<file path="src/verilog/esp_pkg.sv">
// package: constants, types and register map of the enhanced serial port
`default_nettype none
package esp_pkg;

  // ******************************
  // register offsets
  // ******************************
  localparam logic [7:0] ESP_OFF_POWER_CONTROL = 8'h87;
  localparam logic [7:0] ESP_OFF_SERIAL_CONTROL = 8'h98;
  localparam logic [7:0] ESP_OFF_SERIAL_DATA_BUFFER = 8'h99;
  localparam logic [7:0] ESP_OFF_SERIAL_OWN_ADDRESS = 8'ha9;
  localparam logic [7:0] ESP_OFF_SERIAL_ADDRESS_MASK = 8'hb9;
  localparam logic [7:0] ESP_OFF_SERIAL_STATUS = 8'hba;
  localparam logic [7:0] ESP_OFF_BAUD_GEN_CONTROL = 8'hbd;
  localparam logic [7:0] ESP_OFF_BAUD_RATE_LOW = 8'hbe;
  localparam logic [7:0] ESP_OFF_BAUD_RATE_HIGH = 8'hbf;

  // ******************************
  // field positions
  // ******************************
  localparam int ESP_PC_RATE_DOUBLE = 7;
  localparam int ESP_PC_FE_VIEW = 6;
  localparam int ESP_SC_MODE0_FE = 7;
  localparam int ESP_SC_MODE1 = 6;
  localparam int ESP_SC_MP_EN = 5;
  localparam int ESP_SC_RX_EN = 4;
  localparam int ESP_SC_TX_NINTH = 3;
  localparam int ESP_SC_RX_NINTH = 2;
  localparam int ESP_SC_TX_FLAG = 1;
  localparam int ESP_SC_RX_FLAG = 0;
  localparam int ESP_SS_FE = 3;
  localparam int ESP_BG_SELECT = 1;
  localparam int ESP_BG_ENABLE = 0;
  localparam logic [7:0] ESP_RST_BYTE = 8'h00;

  // ******************************
  // rate divisors and frame lengths
  // ******************************
  localparam logic [17:0] ESP_M0_DIV = 18'h0_0010;
  localparam logic [17:0] ESP_M2_DIV_SLOW = 18'h0_0020;
  localparam logic [17:0] ESP_M2_DIV_FAST = 18'h0_0010;
  localparam logic [17:0] ESP_BRG_OFFSET = 18'h0_0010;
  localparam logic [17:0] ESP_T1_SPAN = 18'h0_0100;
  localparam int ESP_T1_SHIFT_SLOW = 6;
  localparam int ESP_T1_SHIFT_FAST = 5;
  localparam logic [3:0] ESP_BITS_M0 = 4'h8;
  localparam logic [3:0] ESP_BITS_8N = 4'ha;
  localparam logic [3:0] ESP_BITS_9N = 4'hb;
  localparam logic [3:0] ESP_RX_SAMPLES_8N = 4'h9;
  localparam logic [3:0] ESP_RX_SAMPLES_9N = 4'ha;

  // ******************************
  // types
  // ******************************
  typedef enum logic [1:0] {
    ESP_MODE_SHIFT = 2'b00,
    ESP_MODE_UART8 = 2'b01,
    ESP_MODE_UART9_FIXED = 2'b10,
    ESP_MODE_UART9_VAR = 2'b11
  } esp_mode_t;

  typedef enum logic [1:0] {
    ESP_RX_IDLE = 2'b00,
    ESP_RX_START = 2'b01,
    ESP_RX_DATA = 2'b10,
    ESP_RX_SHIFT = 2'b11
  } esp_rx_state_t;

  typedef struct packed {
    logic [7:0] addr;
    logic [7:0] wdata;
    logic wr;
    logic rd;
  } esp_bus_req_t;

  typedef struct packed {
    logic [7:0] power_control;
    logic mode_select_0;
    logic mode_select_1;
    logic multiprocessor_enable;
    logic rx_enable;
    logic transmit_ninth_bit;
    logic received_ninth_bit;
    logic transmit_interrupt_flag;
    logic receive_interrupt_flag;
    logic framing_error_flag;
    logic [7:0] serial_own_address;
    logic [7:0] serial_address_mask;
    logic [7:0] status_other;
    logic baud_gen_select;
    logic baud_gen_enable;
    logic [7:0] baud_rate_low;
    logic [7:0] baud_rate_high;
    logic tx_busy;
    logic [10:0] tx_sh;
    logic [3:0] tx_cnt;
    logic [17:0] tx_tmr;
    esp_rx_state_t rx_st;
    logic [9:0] rx_sh;
    logic [3:0] rx_cnt;
    logic [17:0] rx_tmr;
    logic [7:0] rx_buf;
    logic rx_s1;
    logic rx_s2;
    logic rx_s3;
    logic txd;
    logic rxd_out;
    logic rxd_oe_n;
    logic [7:0] rdata;
  } esp_state_t;

  localparam esp_state_t ESP_STATE_RST = '{
    rx_st: ESP_RX_IDLE, txd: 1'b1, rxd_oe_n: 1'b1,
    rx_s1: 1'b1, rx_s2: 1'b1, rx_s3: 1'b1, default: '0};

endpackage
`default_nettype wire

</file>
<file path="src/verilog/esp_serial_port.sv">
// module: enhanced serial port with shift mode, uart modes and baud gen
//
// How it works
// (RULE1) shift mode: data on rxd, clock on txd
// (RULE2) shift mode rate is clock over 16
// (RULE3) 8-bit mode: start, 8 data, stop
// (RULE4) 9-bit modes: start, 9 data, stop
// (RULE5) fixed 9-bit mode: clock over 32 or 16
// (RULE6) variable 9-bit mode uses selected rate source
// (RULE7) data buffer write starts a transmission
// (RULE8) shift receive starts on flag clear, enabled
// (RULE9) async receive starts on start bit, enabled
// (RULE10) timer rate: (256 minus reload) times 64/32
// (RULE11) generator rate: clock over value plus 16
// (RULE12) select bit picks generator over timer
// (RULE13) enable bit runs generator, both reset zero
// (RULE14) software loads rate only while disabled
// (RULE15) low stop bit sets framing error
// (RULE16) view bit maps framing error onto control
// (RULE17) software sets mode with view bit clear
// (RULE18) two select bits choose mode, shift default
// (RULE19) multiprocessor: in 9-bit modes ninth bit zero gives no flag
// (RULE20) shift mode flags set after eighth bit
// (RULE21) async transmit line idles high
// (RULE22) disabled generator holds and gives no ticks
//
// The address-and-strobe port was decided locally.
`default_nettype none
module esp_serial_port
  import esp_pkg::*;
(
  input wire logic ref_clk,
  input wire logic rst,
  input wire esp_bus_req_t bus,
  output logic [7:0] rdata,
  input wire logic [7:0] timer1_reload_byte,
  input wire logic rxd_in,
  output logic rxd_out,
  output logic rxd_oe_n,
  output logic txd
);

  // ******************************
  // state and helpers
  // ******************************
  esp_state_t st;
  esp_state_t next_st;
  esp_mode_t mode;
  logic [17:0] per;
  logic [17:0] half;
  logic run;
  logic tx_write;
  logic [9:0] rx_v;
  logic rx_done;
  logic set_ti;
  logic set_ri;
  logic set_fe;

  function automatic logic [17:0] bit_period(
    input esp_mode_t m,
    input logic dbl,
    input logic sel,
    input logic [7:0] th1,
    input logic [15:0] brg
  );
    logic [17:0] span;
    span = ESP_T1_SPAN - {10'h000, th1};
    case (m)
      ESP_MODE_SHIFT: bit_period = ESP_M0_DIV; // see (RULE2)
      ESP_MODE_UART9_FIXED: begin // see (RULE5)
        bit_period = dbl ? ESP_M2_DIV_FAST : ESP_M2_DIV_SLOW;
      end
      default: begin // see (RULE6)
        if (sel) begin
          bit_period = {2'b00, brg} + ESP_BRG_OFFSET; // see (RULE11)
        end else if (dbl) begin
          bit_period = span << ESP_T1_SHIFT_FAST; // see (RULE10)
        end else begin
          bit_period = span << ESP_T1_SHIFT_SLOW; // see (RULE10)
        end
      end
    endcase
  endfunction

  assign mode = esp_mode_t'({st.mode_select_0, st.mode_select_1}); // see (RULE18)
  assign per = bit_period(mode, st.power_control[ESP_PC_RATE_DOUBLE],
    st.baud_gen_select, timer1_reload_byte,
    {st.baud_rate_high, st.baud_rate_low});
  assign half = {1'b0, per[17:1]};
  // generator selected but disabled in 8-bit and variable 9-bit modes: timers freeze
  assign run = !(mode[0] && st.baud_gen_select && !st.baud_gen_enable); // see (RULE22) (RULE12)
  assign tx_write = bus.wr && (bus.addr == ESP_OFF_SERIAL_DATA_BUFFER);
  assign rx_v = {st.rx_s2, st.rx_sh[9:1]};
  assign rx_done = (st.rx_st == ESP_RX_DATA) && run && (st.rx_tmr == '0)
    && (st.rx_cnt == 4'h1);

  // ******************************
  // next state
  // ******************************
  always_comb begin
    next_st = st;
    set_ti = 1'b0;
    set_ri = 1'b0;
    set_fe = 1'b0;
    next_st.rdata = '0;
    next_st.rx_s1 = rxd_in;
    next_st.rx_s2 = st.rx_s1;
    next_st.rx_s3 = st.rx_s2;
    if (bus.rd) begin
      case (bus.addr)
        ESP_OFF_POWER_CONTROL: next_st.rdata = st.power_control;
        ESP_OFF_SERIAL_CONTROL: begin
          next_st.rdata = {
            st.power_control[ESP_PC_FE_VIEW] ? st.framing_error_flag
              : st.mode_select_0, // see (RULE16)
            st.mode_select_1, st.multiprocessor_enable, st.rx_enable,
            st.transmit_ninth_bit, st.received_ninth_bit,
            st.transmit_interrupt_flag, st.receive_interrupt_flag};
        end
        ESP_OFF_SERIAL_DATA_BUFFER: next_st.rdata = st.rx_buf;
        ESP_OFF_SERIAL_OWN_ADDRESS: next_st.rdata = st.serial_own_address;
        ESP_OFF_SERIAL_ADDRESS_MASK: next_st.rdata = st.serial_address_mask;
        ESP_OFF_SERIAL_STATUS: begin
          next_st.rdata = {st.status_other[7:4], st.framing_error_flag,
            st.status_other[2:0]}; // see (RULE15)
        end
        ESP_OFF_BAUD_GEN_CONTROL: begin
          next_st.rdata = {6'b00_0000, st.baud_gen_select,
            st.baud_gen_enable}; // see (RULE13)
        end
        ESP_OFF_BAUD_RATE_LOW: next_st.rdata = st.baud_rate_low;
        ESP_OFF_BAUD_RATE_HIGH: next_st.rdata = st.baud_rate_high;
        default: next_st.rdata = '0;
      endcase
    end

    // transmitter
    if (st.tx_busy && run) begin
      if (st.tx_tmr != '0) begin
        next_st.tx_tmr = st.tx_tmr - 18'h0_0001;
      end else if (st.tx_cnt == 4'h1) begin
        next_st.tx_busy = 1'b0;
        if (mode == ESP_MODE_SHIFT) begin
          set_ti = 1'b1; // see (RULE20)
        end
      end else begin
        next_st.tx_sh = {1'b1, st.tx_sh[10:1]}; // see (RULE3) (RULE4)
        next_st.tx_cnt = st.tx_cnt - 4'h1;
        next_st.tx_tmr = per - 18'h0_0001;
        if (st.tx_cnt == 4'h2 && mode != ESP_MODE_SHIFT) begin
          set_ti = 1'b1;
        end
      end
    end

    // receiver
    case (st.rx_st)
      ESP_RX_IDLE: begin
        if (mode == ESP_MODE_SHIFT) begin
          if (st.rx_enable && !st.receive_interrupt_flag && !st.tx_busy
              && !tx_write) begin // see (RULE8)
            next_st.rx_st = ESP_RX_SHIFT;
            next_st.rx_tmr = per - 18'h0_0001;
            next_st.rx_cnt = ESP_BITS_M0;
          end
        end else if (st.rx_enable && run && st.rx_s3 && !st.rx_s2) begin // see (RULE9) (RULE22)
          next_st.rx_st = ESP_RX_START;
          next_st.rx_tmr = half - 18'h0_0001;
        end
      end
      ESP_RX_START: begin
        if (run) begin
          if (st.rx_tmr != '0) begin
            next_st.rx_tmr = st.rx_tmr - 18'h0_0001;
          end else if (!st.rx_s2) begin
            next_st.rx_st = ESP_RX_DATA;
            next_st.rx_tmr = per - 18'h0_0001;
            next_st.rx_cnt = (mode == ESP_MODE_UART8) ? ESP_RX_SAMPLES_8N
              : ESP_RX_SAMPLES_9N;
          end else begin
            next_st.rx_st = ESP_RX_IDLE;
          end
        end
      end
      ESP_RX_DATA: begin
        if (run) begin
          if (st.rx_tmr != '0) begin
            next_st.rx_tmr = st.rx_tmr - 18'h0_0001;
          end else begin
            next_st.rx_sh = rx_v;
            next_st.rx_tmr = per - 18'h0_0001;
            next_st.rx_cnt = st.rx_cnt - 4'h1;
          end
        end
        if (rx_done) begin
          next_st.rx_st = ESP_RX_IDLE;
          set_fe = !rx_v[9]; // see (RULE15)
          if (mode == ESP_MODE_UART8) begin // see (RULE3)
            next_st.rx_buf = rx_v[8:1];
            set_ri = 1'b1;
          end else if (!(st.multiprocessor_enable && !rx_v[8])) begin // see (RULE19)
            next_st.rx_buf = rx_v[7:0]; // see (RULE4)
            set_ri = 1'b1;
          end
        end
      end
      ESP_RX_SHIFT: begin
        if (st.rx_tmr == half) begin
          next_st.rx_sh = rx_v; // see (RULE1)
        end
        if (st.rx_tmr != '0) begin
          next_st.rx_tmr = st.rx_tmr - 18'h0_0001;
        end else if (st.rx_cnt == 4'h1) begin
          next_st.rx_st = ESP_RX_IDLE;
          next_st.rx_buf = st.rx_sh[9:2];
          set_ri = 1'b1; // see (RULE20)
        end else begin
          next_st.rx_cnt = st.rx_cnt - 4'h1;
          next_st.rx_tmr = per - 18'h0_0001;
        end
      end
      default: next_st.rx_st = ESP_RX_IDLE;
    endcase

    // register writes
    if (bus.wr) begin
      case (bus.addr)
        ESP_OFF_POWER_CONTROL: next_st.power_control = bus.wdata;
        ESP_OFF_SERIAL_CONTROL: begin
          if (st.power_control[ESP_PC_FE_VIEW]) begin // see (RULE16)
            next_st.framing_error_flag = bus.wdata[ESP_SC_MODE0_FE];
          end else begin
            next_st.mode_select_0 = bus.wdata[ESP_SC_MODE0_FE];
          end
          next_st.mode_select_1 = bus.wdata[ESP_SC_MODE1];
          next_st.multiprocessor_enable = bus.wdata[ESP_SC_MP_EN];
          next_st.rx_enable = bus.wdata[ESP_SC_RX_EN];
          next_st.transmit_ninth_bit = bus.wdata[ESP_SC_TX_NINTH];
          next_st.received_ninth_bit = bus.wdata[ESP_SC_RX_NINTH];
          next_st.transmit_interrupt_flag = bus.wdata[ESP_SC_TX_FLAG];
          next_st.receive_interrupt_flag = bus.wdata[ESP_SC_RX_FLAG];
        end
        ESP_OFF_SERIAL_DATA_BUFFER: begin // see (RULE7)
          next_st.tx_busy = 1'b1;
          next_st.tx_tmr = per - 18'h0_0001;
          if (mode == ESP_MODE_SHIFT) begin
            next_st.tx_sh = {3'b111, bus.wdata};
            next_st.tx_cnt = ESP_BITS_M0;
          end else if (mode == ESP_MODE_UART8) begin
            next_st.tx_sh = {2'b11, bus.wdata, 1'b0}; // see (RULE3)
            next_st.tx_cnt = ESP_BITS_8N;
          end else begin
            next_st.tx_sh = {1'b1, st.transmit_ninth_bit, bus.wdata,
              1'b0}; // see (RULE4)
            next_st.tx_cnt = ESP_BITS_9N;
          end
        end
        ESP_OFF_SERIAL_OWN_ADDRESS: next_st.serial_own_address = bus.wdata;
        ESP_OFF_SERIAL_ADDRESS_MASK: next_st.serial_address_mask = bus.wdata;
        ESP_OFF_SERIAL_STATUS: begin
          next_st.status_other = bus.wdata;
          next_st.framing_error_flag = bus.wdata[ESP_SS_FE];
        end
        ESP_OFF_BAUD_GEN_CONTROL: begin // see (RULE13)
          next_st.baud_gen_select = bus.wdata[ESP_BG_SELECT];
          next_st.baud_gen_enable = bus.wdata[ESP_BG_ENABLE];
        end
        ESP_OFF_BAUD_RATE_LOW: next_st.baud_rate_low = bus.wdata;
        ESP_OFF_BAUD_RATE_HIGH: next_st.baud_rate_high = bus.wdata;
        default: next_st.rdata = next_st.rdata;
      endcase
    end

    // hardware sets win over software clears
    if (set_ti) begin
      next_st.transmit_interrupt_flag = 1'b1;
    end
    if (set_ri) begin
      next_st.receive_interrupt_flag = 1'b1;
      if (st.rx_st == ESP_RX_DATA) begin
        next_st.received_ninth_bit = (mode == ESP_MODE_UART8) ? rx_v[9]
          : rx_v[8]; // see (RULE3) (RULE4)
      end
    end
    if (set_fe) begin
      next_st.framing_error_flag = 1'b1;
    end

    // pins
    next_st.rxd_oe_n = !(next_st.tx_busy && mode == ESP_MODE_SHIFT); // see (RULE1)
    next_st.rxd_out = next_st.tx_sh[0];
    if (mode == ESP_MODE_SHIFT) begin
      if (next_st.tx_busy) begin
        next_st.txd = next_st.tx_tmr < half; // see (RULE1)
      end else if (next_st.rx_st == ESP_RX_SHIFT) begin
        next_st.txd = next_st.rx_tmr < half;
      end else begin
        next_st.txd = 1'b1;
      end
    end else begin
      next_st.txd = next_st.tx_busy ? next_st.tx_sh[0] : 1'b1; // see (RULE21)
    end
  end

  always_ff @(posedge ref_clk) begin
    if (rst) begin
      st <= ESP_STATE_RST; // see (RULE13) (RULE18)
    end else begin
      st <= next_st;
    end
  end

  assign rdata = st.rdata;
  assign rxd_out = st.rxd_out;
  assign rxd_oe_n = st.rxd_oe_n;
  assign txd = st.txd;
endmodule
`default_nettype wire

</file>
<file path="config.mk">
export PLATFORM = sky130hd
export DESIGN_NAME = esp_serial_port
export DESIGN_NICKNAME = d
export VERILOG_FILES = /design/src/verilog/esp_pkg.sv /design/src/verilog/esp_serial_port.sv
export SDC_FILE = /design/constraint.sdc
export NUM_CORES = 1
export LEC_CHECK = 0
export ABC_AREA = 0
export BUFFER_PORTS_ARGS = -buffer_cell sky130_fd_sc_hd__buf_2
export CAP_MARGIN = 15
export CORE_MARGIN = 2
export CORE_UTILIZATION = 57
export CTS_CLUSTER_DIAMETER = 150
export DETAILED_ROUTE_END_ITERATION = 7
export PLACE_DENSITY = 0.77
export SLEW_MARGIN = 20
export SYNTH_ARGS = -nofsm -noshare
export SYNTH_HDL_FRONTEND = slang
export SYNTH_SLANG_ARGS = --single-unit
</file>
<file path="constraint.sdc">
create_clock -name ref_clk -period 4.6 [get_ports ref_clk]
set_input_delay 0.23 -clock ref_clk [delete_from_list [all_inputs] [get_ports ref_clk]]
set_output_delay 0.23 -clock ref_clk [all_outputs]
set_load 0.03 [all_outputs]
</file>
# Yosys cells after proc, flatten, opt, wreduce, memory -nomap -nowiden
# Cells that the tools add are included.
dict set report totals {
  inputBits 29
  word_cells 212
  regBits 149
  output_inout_bits 11
}
dict set report op_classes {
  addsub 8
  reduce_logical 53
  n_mux 81
  n_bitwise 2
  magnitude_cmp 2
  eq_ne 33
}
# cell n
set op_table {}
lappend op_table {{18-bit two-way mux} 7}
lappend op_table {{22-bit two-way mux} 4}
lappend op_table {{22-bit case mux with 4 select lines} 1}
lappend op_table {{8-bit two-way mux} 10}
lappend op_table {{80-bit two-way mux} 1}
lappend op_table {{8-bit == test (second input constant)} 9}
lappend op_table {{8-bit case mux with 9 select lines} 1}
lappend op_table {{34-bit two-way mux} 2}
lappend op_table {{18-bit by 1-bit subtractor with 18-bit output (second input constant)} 3}
lappend op_table {{14-bit two-way mux} 3}
lappend op_table {{18-bit by 17-bit less-than comparator with 1-bit output} 2}
lappend op_table {{18-bit case mux with 2 select lines} 1}
lappend op_table {{18-bit nonzero test} 2}
lappend op_table {{33-bit two-way mux} 1}
lappend op_table {{32-bit two-way mux} 1}
lappend op_table {{1-bit two-way mux} 25}
lappend op_table {{2-bit inequality test (second input constant)} 12}
lappend op_table {{2-bit two-way mux} 11}
lappend op_table {{10-bit case mux with 2 select lines} 1}
lappend op_table {{2-bit AND reduction} 10}
lappend op_table {{18-bit by 17-bit == test with 1-bit output} 1}
lappend op_table {{18-bit zero test} 1}
lappend op_table {{17-bit by 1-bit subtractor with 18-bit output (second input constant)} 1}
lappend op_table {{16-bit by 5-bit adder with 17-bit output (second input constant)} 1}
lappend op_table {{27 further kinds} 68}

# Depth between registers and ports, before layout
dict set report depth {
  word_depth 13
  depth_mapped 24
}

# Worst setup path before layout
# OpenSTA, ideal clock, no wires.
dict set report synth_timing {
  path_type {register -> register}
  start {reg st[107] (netlist bit)}
  end {reg st (netlist bit txd)}
  n_path_buf 1
  stages_incl_launch_ff 23
  t_arrival_ps 4422
  slack_ps 94
  cell_sequence {dfxtp_1 -> buf_2 -> and2_0 -> nand2_1 -> ha_1 -> inv_1 -> nor4_1 -> nand2_1 -> nor4_2 -> xnor2_1 -> a2111oi_0 -> o21ai_1 -> nand3_1 -> ha_1 -> a211oi_1 -> nor2_1 -> o21ai_0 -> nand2b_1 -> a21oi_1 -> nand4_1 -> a21o_1 -> o41a_1 -> o31ai_2}
}
# element line
set synth_lines {}
lappend synth_lines {{from (decl)} esp_serial_port.sv:46} ;# esp_state_t st;
lappend synth_lines {{from (signal assigned)} esp_serial_port.sv:309} ;# st <= next_st;

==> summary.txt <==
Timing
  • Relative slew margins: 27.55%
  • Final WS setup: ~0.17 ns
  • Period minus WS final: 4.426 ns
  • Fin crit share: between 90% and 100%
  • Hold Slack: 0.1594 ns
  • Post-Route Setup TNS: 0 ns
  • Max-slew violation count: 0
  • Final setup viols: 0
  • Worst-Margin Slew: 1.081 ns
  • Final Skew: about 0.012 ns
  • FMAX: roughly 0.23 GHz
  • Final hold viol count: 0

Layout
  • Final Instance Area: roughly 12,000 um2
  • Net count, final: 1,587
  • Diode count: 0
  • Non-filler cells, final: 1,763
  • Layout area overhead: 13.16%
  • Share of layout cells above drive strength 1: between 15 and 20%

Die
  • Die span in x: 142.2 um
  • Chip Height: 142.2 um
  • Die area: between 20,000 and 25,000 um2
  • # IOs: 40
  • Initial Utilization: between 50% and 60%
  • Core ar.: between 15,000 and 20,000 um2
  • Number of rows created at floorplan: 50

Power
  • Max VDD drop: 0.3962 mV
  • Leak: about 4.6 nW
  • Power density cells: about 230 nW/um2

GRT
  • Met3 Track Usage GR: around 7%
  • Vias in the first global route: roughly 11,000
  • Largest net degree at the start of global routing: 72
  • Busiest grt layer: met2
  • Met2 Use GR: just under 60%
  • GRT Residual Overflow: 0
  • Initial antenna violation count: 0
  • GR Util met1: approximately 48%
  • Global Route Usage Sum: between 30% and 40%
  • First-pass GRT wire length: ~59,000 um

Job
  • Max-cap violations: 0

Synth
  • Synth cell types: 94
  • Ys async rst share: 0%
  • Synth Flop Type: dfxtp_1
  • Syn_area_per_cell: 7.353 um2
  • Synth warn: 0
  • Adder-cell share of the synthesized area: about 5%
  • Syn nets: 1,552
  • #FFs+latches synth: between 100 and 150
  • Post-synthesis sequential area ratio: 26.84%
  • Post-Synth Simple-Gate Area: 28.35%
  • Mux share of post-synthesis cell area: approximately 2.9%
  • EDFF count, synth: 0
  • Mapped Cells: approximately 1,500
  • Synth Area in Compound Gates: between 20% and 30%
  • Synth Area in XOR/XNOR: under 10%
  • Post-Synthesis Cell Area: around 11,000 um2
  • Largest family of logic cells by synthesized area: simple AND/OR/NAND/NOR gates

CTS
  • CTS Buffer Depth: 2
  • # H-tree levels: 4
  • Root Driver: clkbuf_16
  • Worst-skew pair later-pin latency: ~0.43 ns
  • Total CTS buffers: 17
  • Worst-path clk slew: approximately 0.07 ns
  • Clock Sinks: between 100 and 150
  • CTS tree: done

Placed design
  • Pre-CTS setup slack: ~0.051 ns
  • Detail Placement HPWL: 27,830 um
  • DP Area: 11,580 um2
  • Port Buffers: 39
  • Placed Instances: 1,727
  • GP Congestion: roughly 1

Critical path
  • Critical path origin: st[102]$_SDFFE_PP0P_
  • Crit path max fanout: 3
  • Critical path class: reg -> reg
  • R2r startpoint: st[102]$_SDFFE_PP0P_
  • Critical path arrival: 4.77 ns
  • Worst EP required: approximately 5.0 ns
  • Worst R2R Setup Slack: between 0.15 and 0.2 ns
  • Critical path capture point type: register
  • Crit start category: register

Hold path
  • HP Start: bus[8]
  • Hold Crit Class: in -> reg

Route
  • Routed WL: 38,030 um
  • Post-DRT Antenna Nets: 0
  • First-pass DRT Iterations: 6
  • Drt initial violations: roughly 1,300
  • DR vias: about 12,000
  • Drc violations: 0
  • Via density: 6.756
  • Avg WL per Cell: ~22 um

Outcome
  • Status: finished clean
## repair_timing
action	4_1_cts	5_1_grt
setup buffers	0	3
hold endpoints to repair	1	0
pin swaps	0	7
hold buffers	1	0
endpoints found under the setup margin	1	1
gates resized for setup	1	21
## worst max-delay path, stage by stage, from the launching register on
cell,delay [ns]
dfxtp_1,0.40
ha_4,0.24
or4b_1,0.49
a221oi_2,0.34
nand4_1,0.23
buf_4,0.19
buf_4,0.14
o21a_1,0.21
o221ai_1,0.19
a211oi_1,0.10
a2bb2oi_1,0.19
ha_1,0.21
a211oi_1,0.21
nor2_1,0.07
o21ai_1,0.13
nand2b_1,0.09
a21oi_2,0.16
nand4_1,0.10
a21o_1,0.20
o41a_1,0.42
o31ai_2,0.06
## area by class of cell
cell class / count / area [um2]
Clock buffer: 17 / 425.4
Clock inverter: 15 / 185.2
Fill cell: 1613 / 6382
Inverter: 47 / 176.4
Multi-Input combinational cell: 1167 / 7383
Sequential cell: 146 / 2924
Tap cell: 234 / 292.8
Timing Repair Buffer: 137 / 935.9
## synthesized netlist by cell type, types with 5 or more instances
library cell  count  share of area [%]
or4_1             6               0.41
nor2_1          108                3.7
nand3b_1          6               0.41
nand3_1         102                4.7
a22o_1            7               0.56
nor3b_1          11               0.76
dfxtp_1         146                 27
o211ai_1         12               0.83
or3_1             7               0.40
or2_2            16               0.92
nor4_1           19                1.1
xnor2_1          37                3.0
buf_2            11               0.51
nor2b_1          17               0.98
nor3_1           28                1.3
o22ai_1          19                1.1
o22a_1            5               0.40
a31oi_1          25                1.4
a221oi_1         14                1.1
and4_1            5               0.40
a211oi_1         27                1.9
a211o_1           7               0.56
ha_1             42                4.8
nand2b_1         14               0.80
nand4_1          21                1.2
o21ai_0          59                2.7
a21o_1            7               0.48
o31ai_1           5               0.34
buf_4            10               0.69
o21ai_1           5               0.23
and3_1           11               0.63
xor2_1           11               0.88
a22oi_1          24                1.7
clkbuf_1         90                3.1
inv_1            46                1.6
a311oi_1         13                1.0
o21a_1            9               0.62
a21oi_1         148                6.8
mux2i_1          27                2.5
buf_1             7               0.24
and2_1           33                1.9
nand2_1         175                6.0
## power breakdown
part	internal (mW)	leakage (nW)	switching [mW]
logic	0.0493	3.16	0.108
clock network	0.782	0.292	0.684
registers	1.27	1.18	0.00378
## flip-flops by register name (all words and copies together), names as in the netlist
signal and count:
rdata 8, mode 2, rx_v 9, next_st 2
rxd_oe_n 1, st 123, txd 1
## cell families (layout without fill, tap and decap cells)
group,count (synthesis),count (layout)
AND/OR/NAND/NOR,606,606
buffers and inverters,168,216
adder cells (fa/ha/maj),44,44
flip-flops,146,146
AO/OA/AOI/OAI,438,438
XOR/XNOR,48,48
multiplexers,31,31
## routing by layer
| layer | up-vias | share of wire, % |
|---|---|---|
| met5 | - | 0 |
| met4 | 0 | 5.1 |
| met3 | 138 | 9.5 |
| met2 | 733 | 46 |
| met1 | 5558 | 40 |
| li1 | 5481 | - |
## cell usage in the layout (no fill, tap or decap), types with 11 or more instances in the layout
cell type    n
nand2_1    174
a31oi_1     25
a221oi_1    13
o21ai_0     57
a311oi_1    13
nand4_1     21
buf_2       38
o22ai_1     19
nor4_1      17
nand3_1    100
nand2b_1    14
clkbuf_16   17
xnor2_1     36
or2_2       16
xor2_1      11
nor2_1     106
and2_1      33
nor3_1      27
a22oi_1     24
a211oi_1    27
inv_1       46
ha_1        41
dfxtp_1    145
mux2i_1     27
buf_4       98
nor2b_1     16
o211ai_1    12
and3_1      11
a21oi_1    146
## path summary, 6_finish.rpt
check             cells after the start                     end
setup / recovery                     20          txd$_SDFF_PP1_
hold / removal                        3    st[104]$_SDFFE_PP0P_
setup reg to reg                     20          txd$_SDFF_PP1_
hold reg to reg                       1  next_st[11]$_SDFF_PP1_
## stage by stage
| step | power, mW | util (%) |
|---|---|---|
| after floorplan | 1.395 | - |
| after global placement | 1.447 | 61.89 |
| after detailed placement | 1.448 | 61.89 |
| after CTS | 2.890 | 65.24 |
| after global routing | 2.954 | 65.88 |
| final | 2.893 | 65.88 |
(Power assumes the default switching activity.)
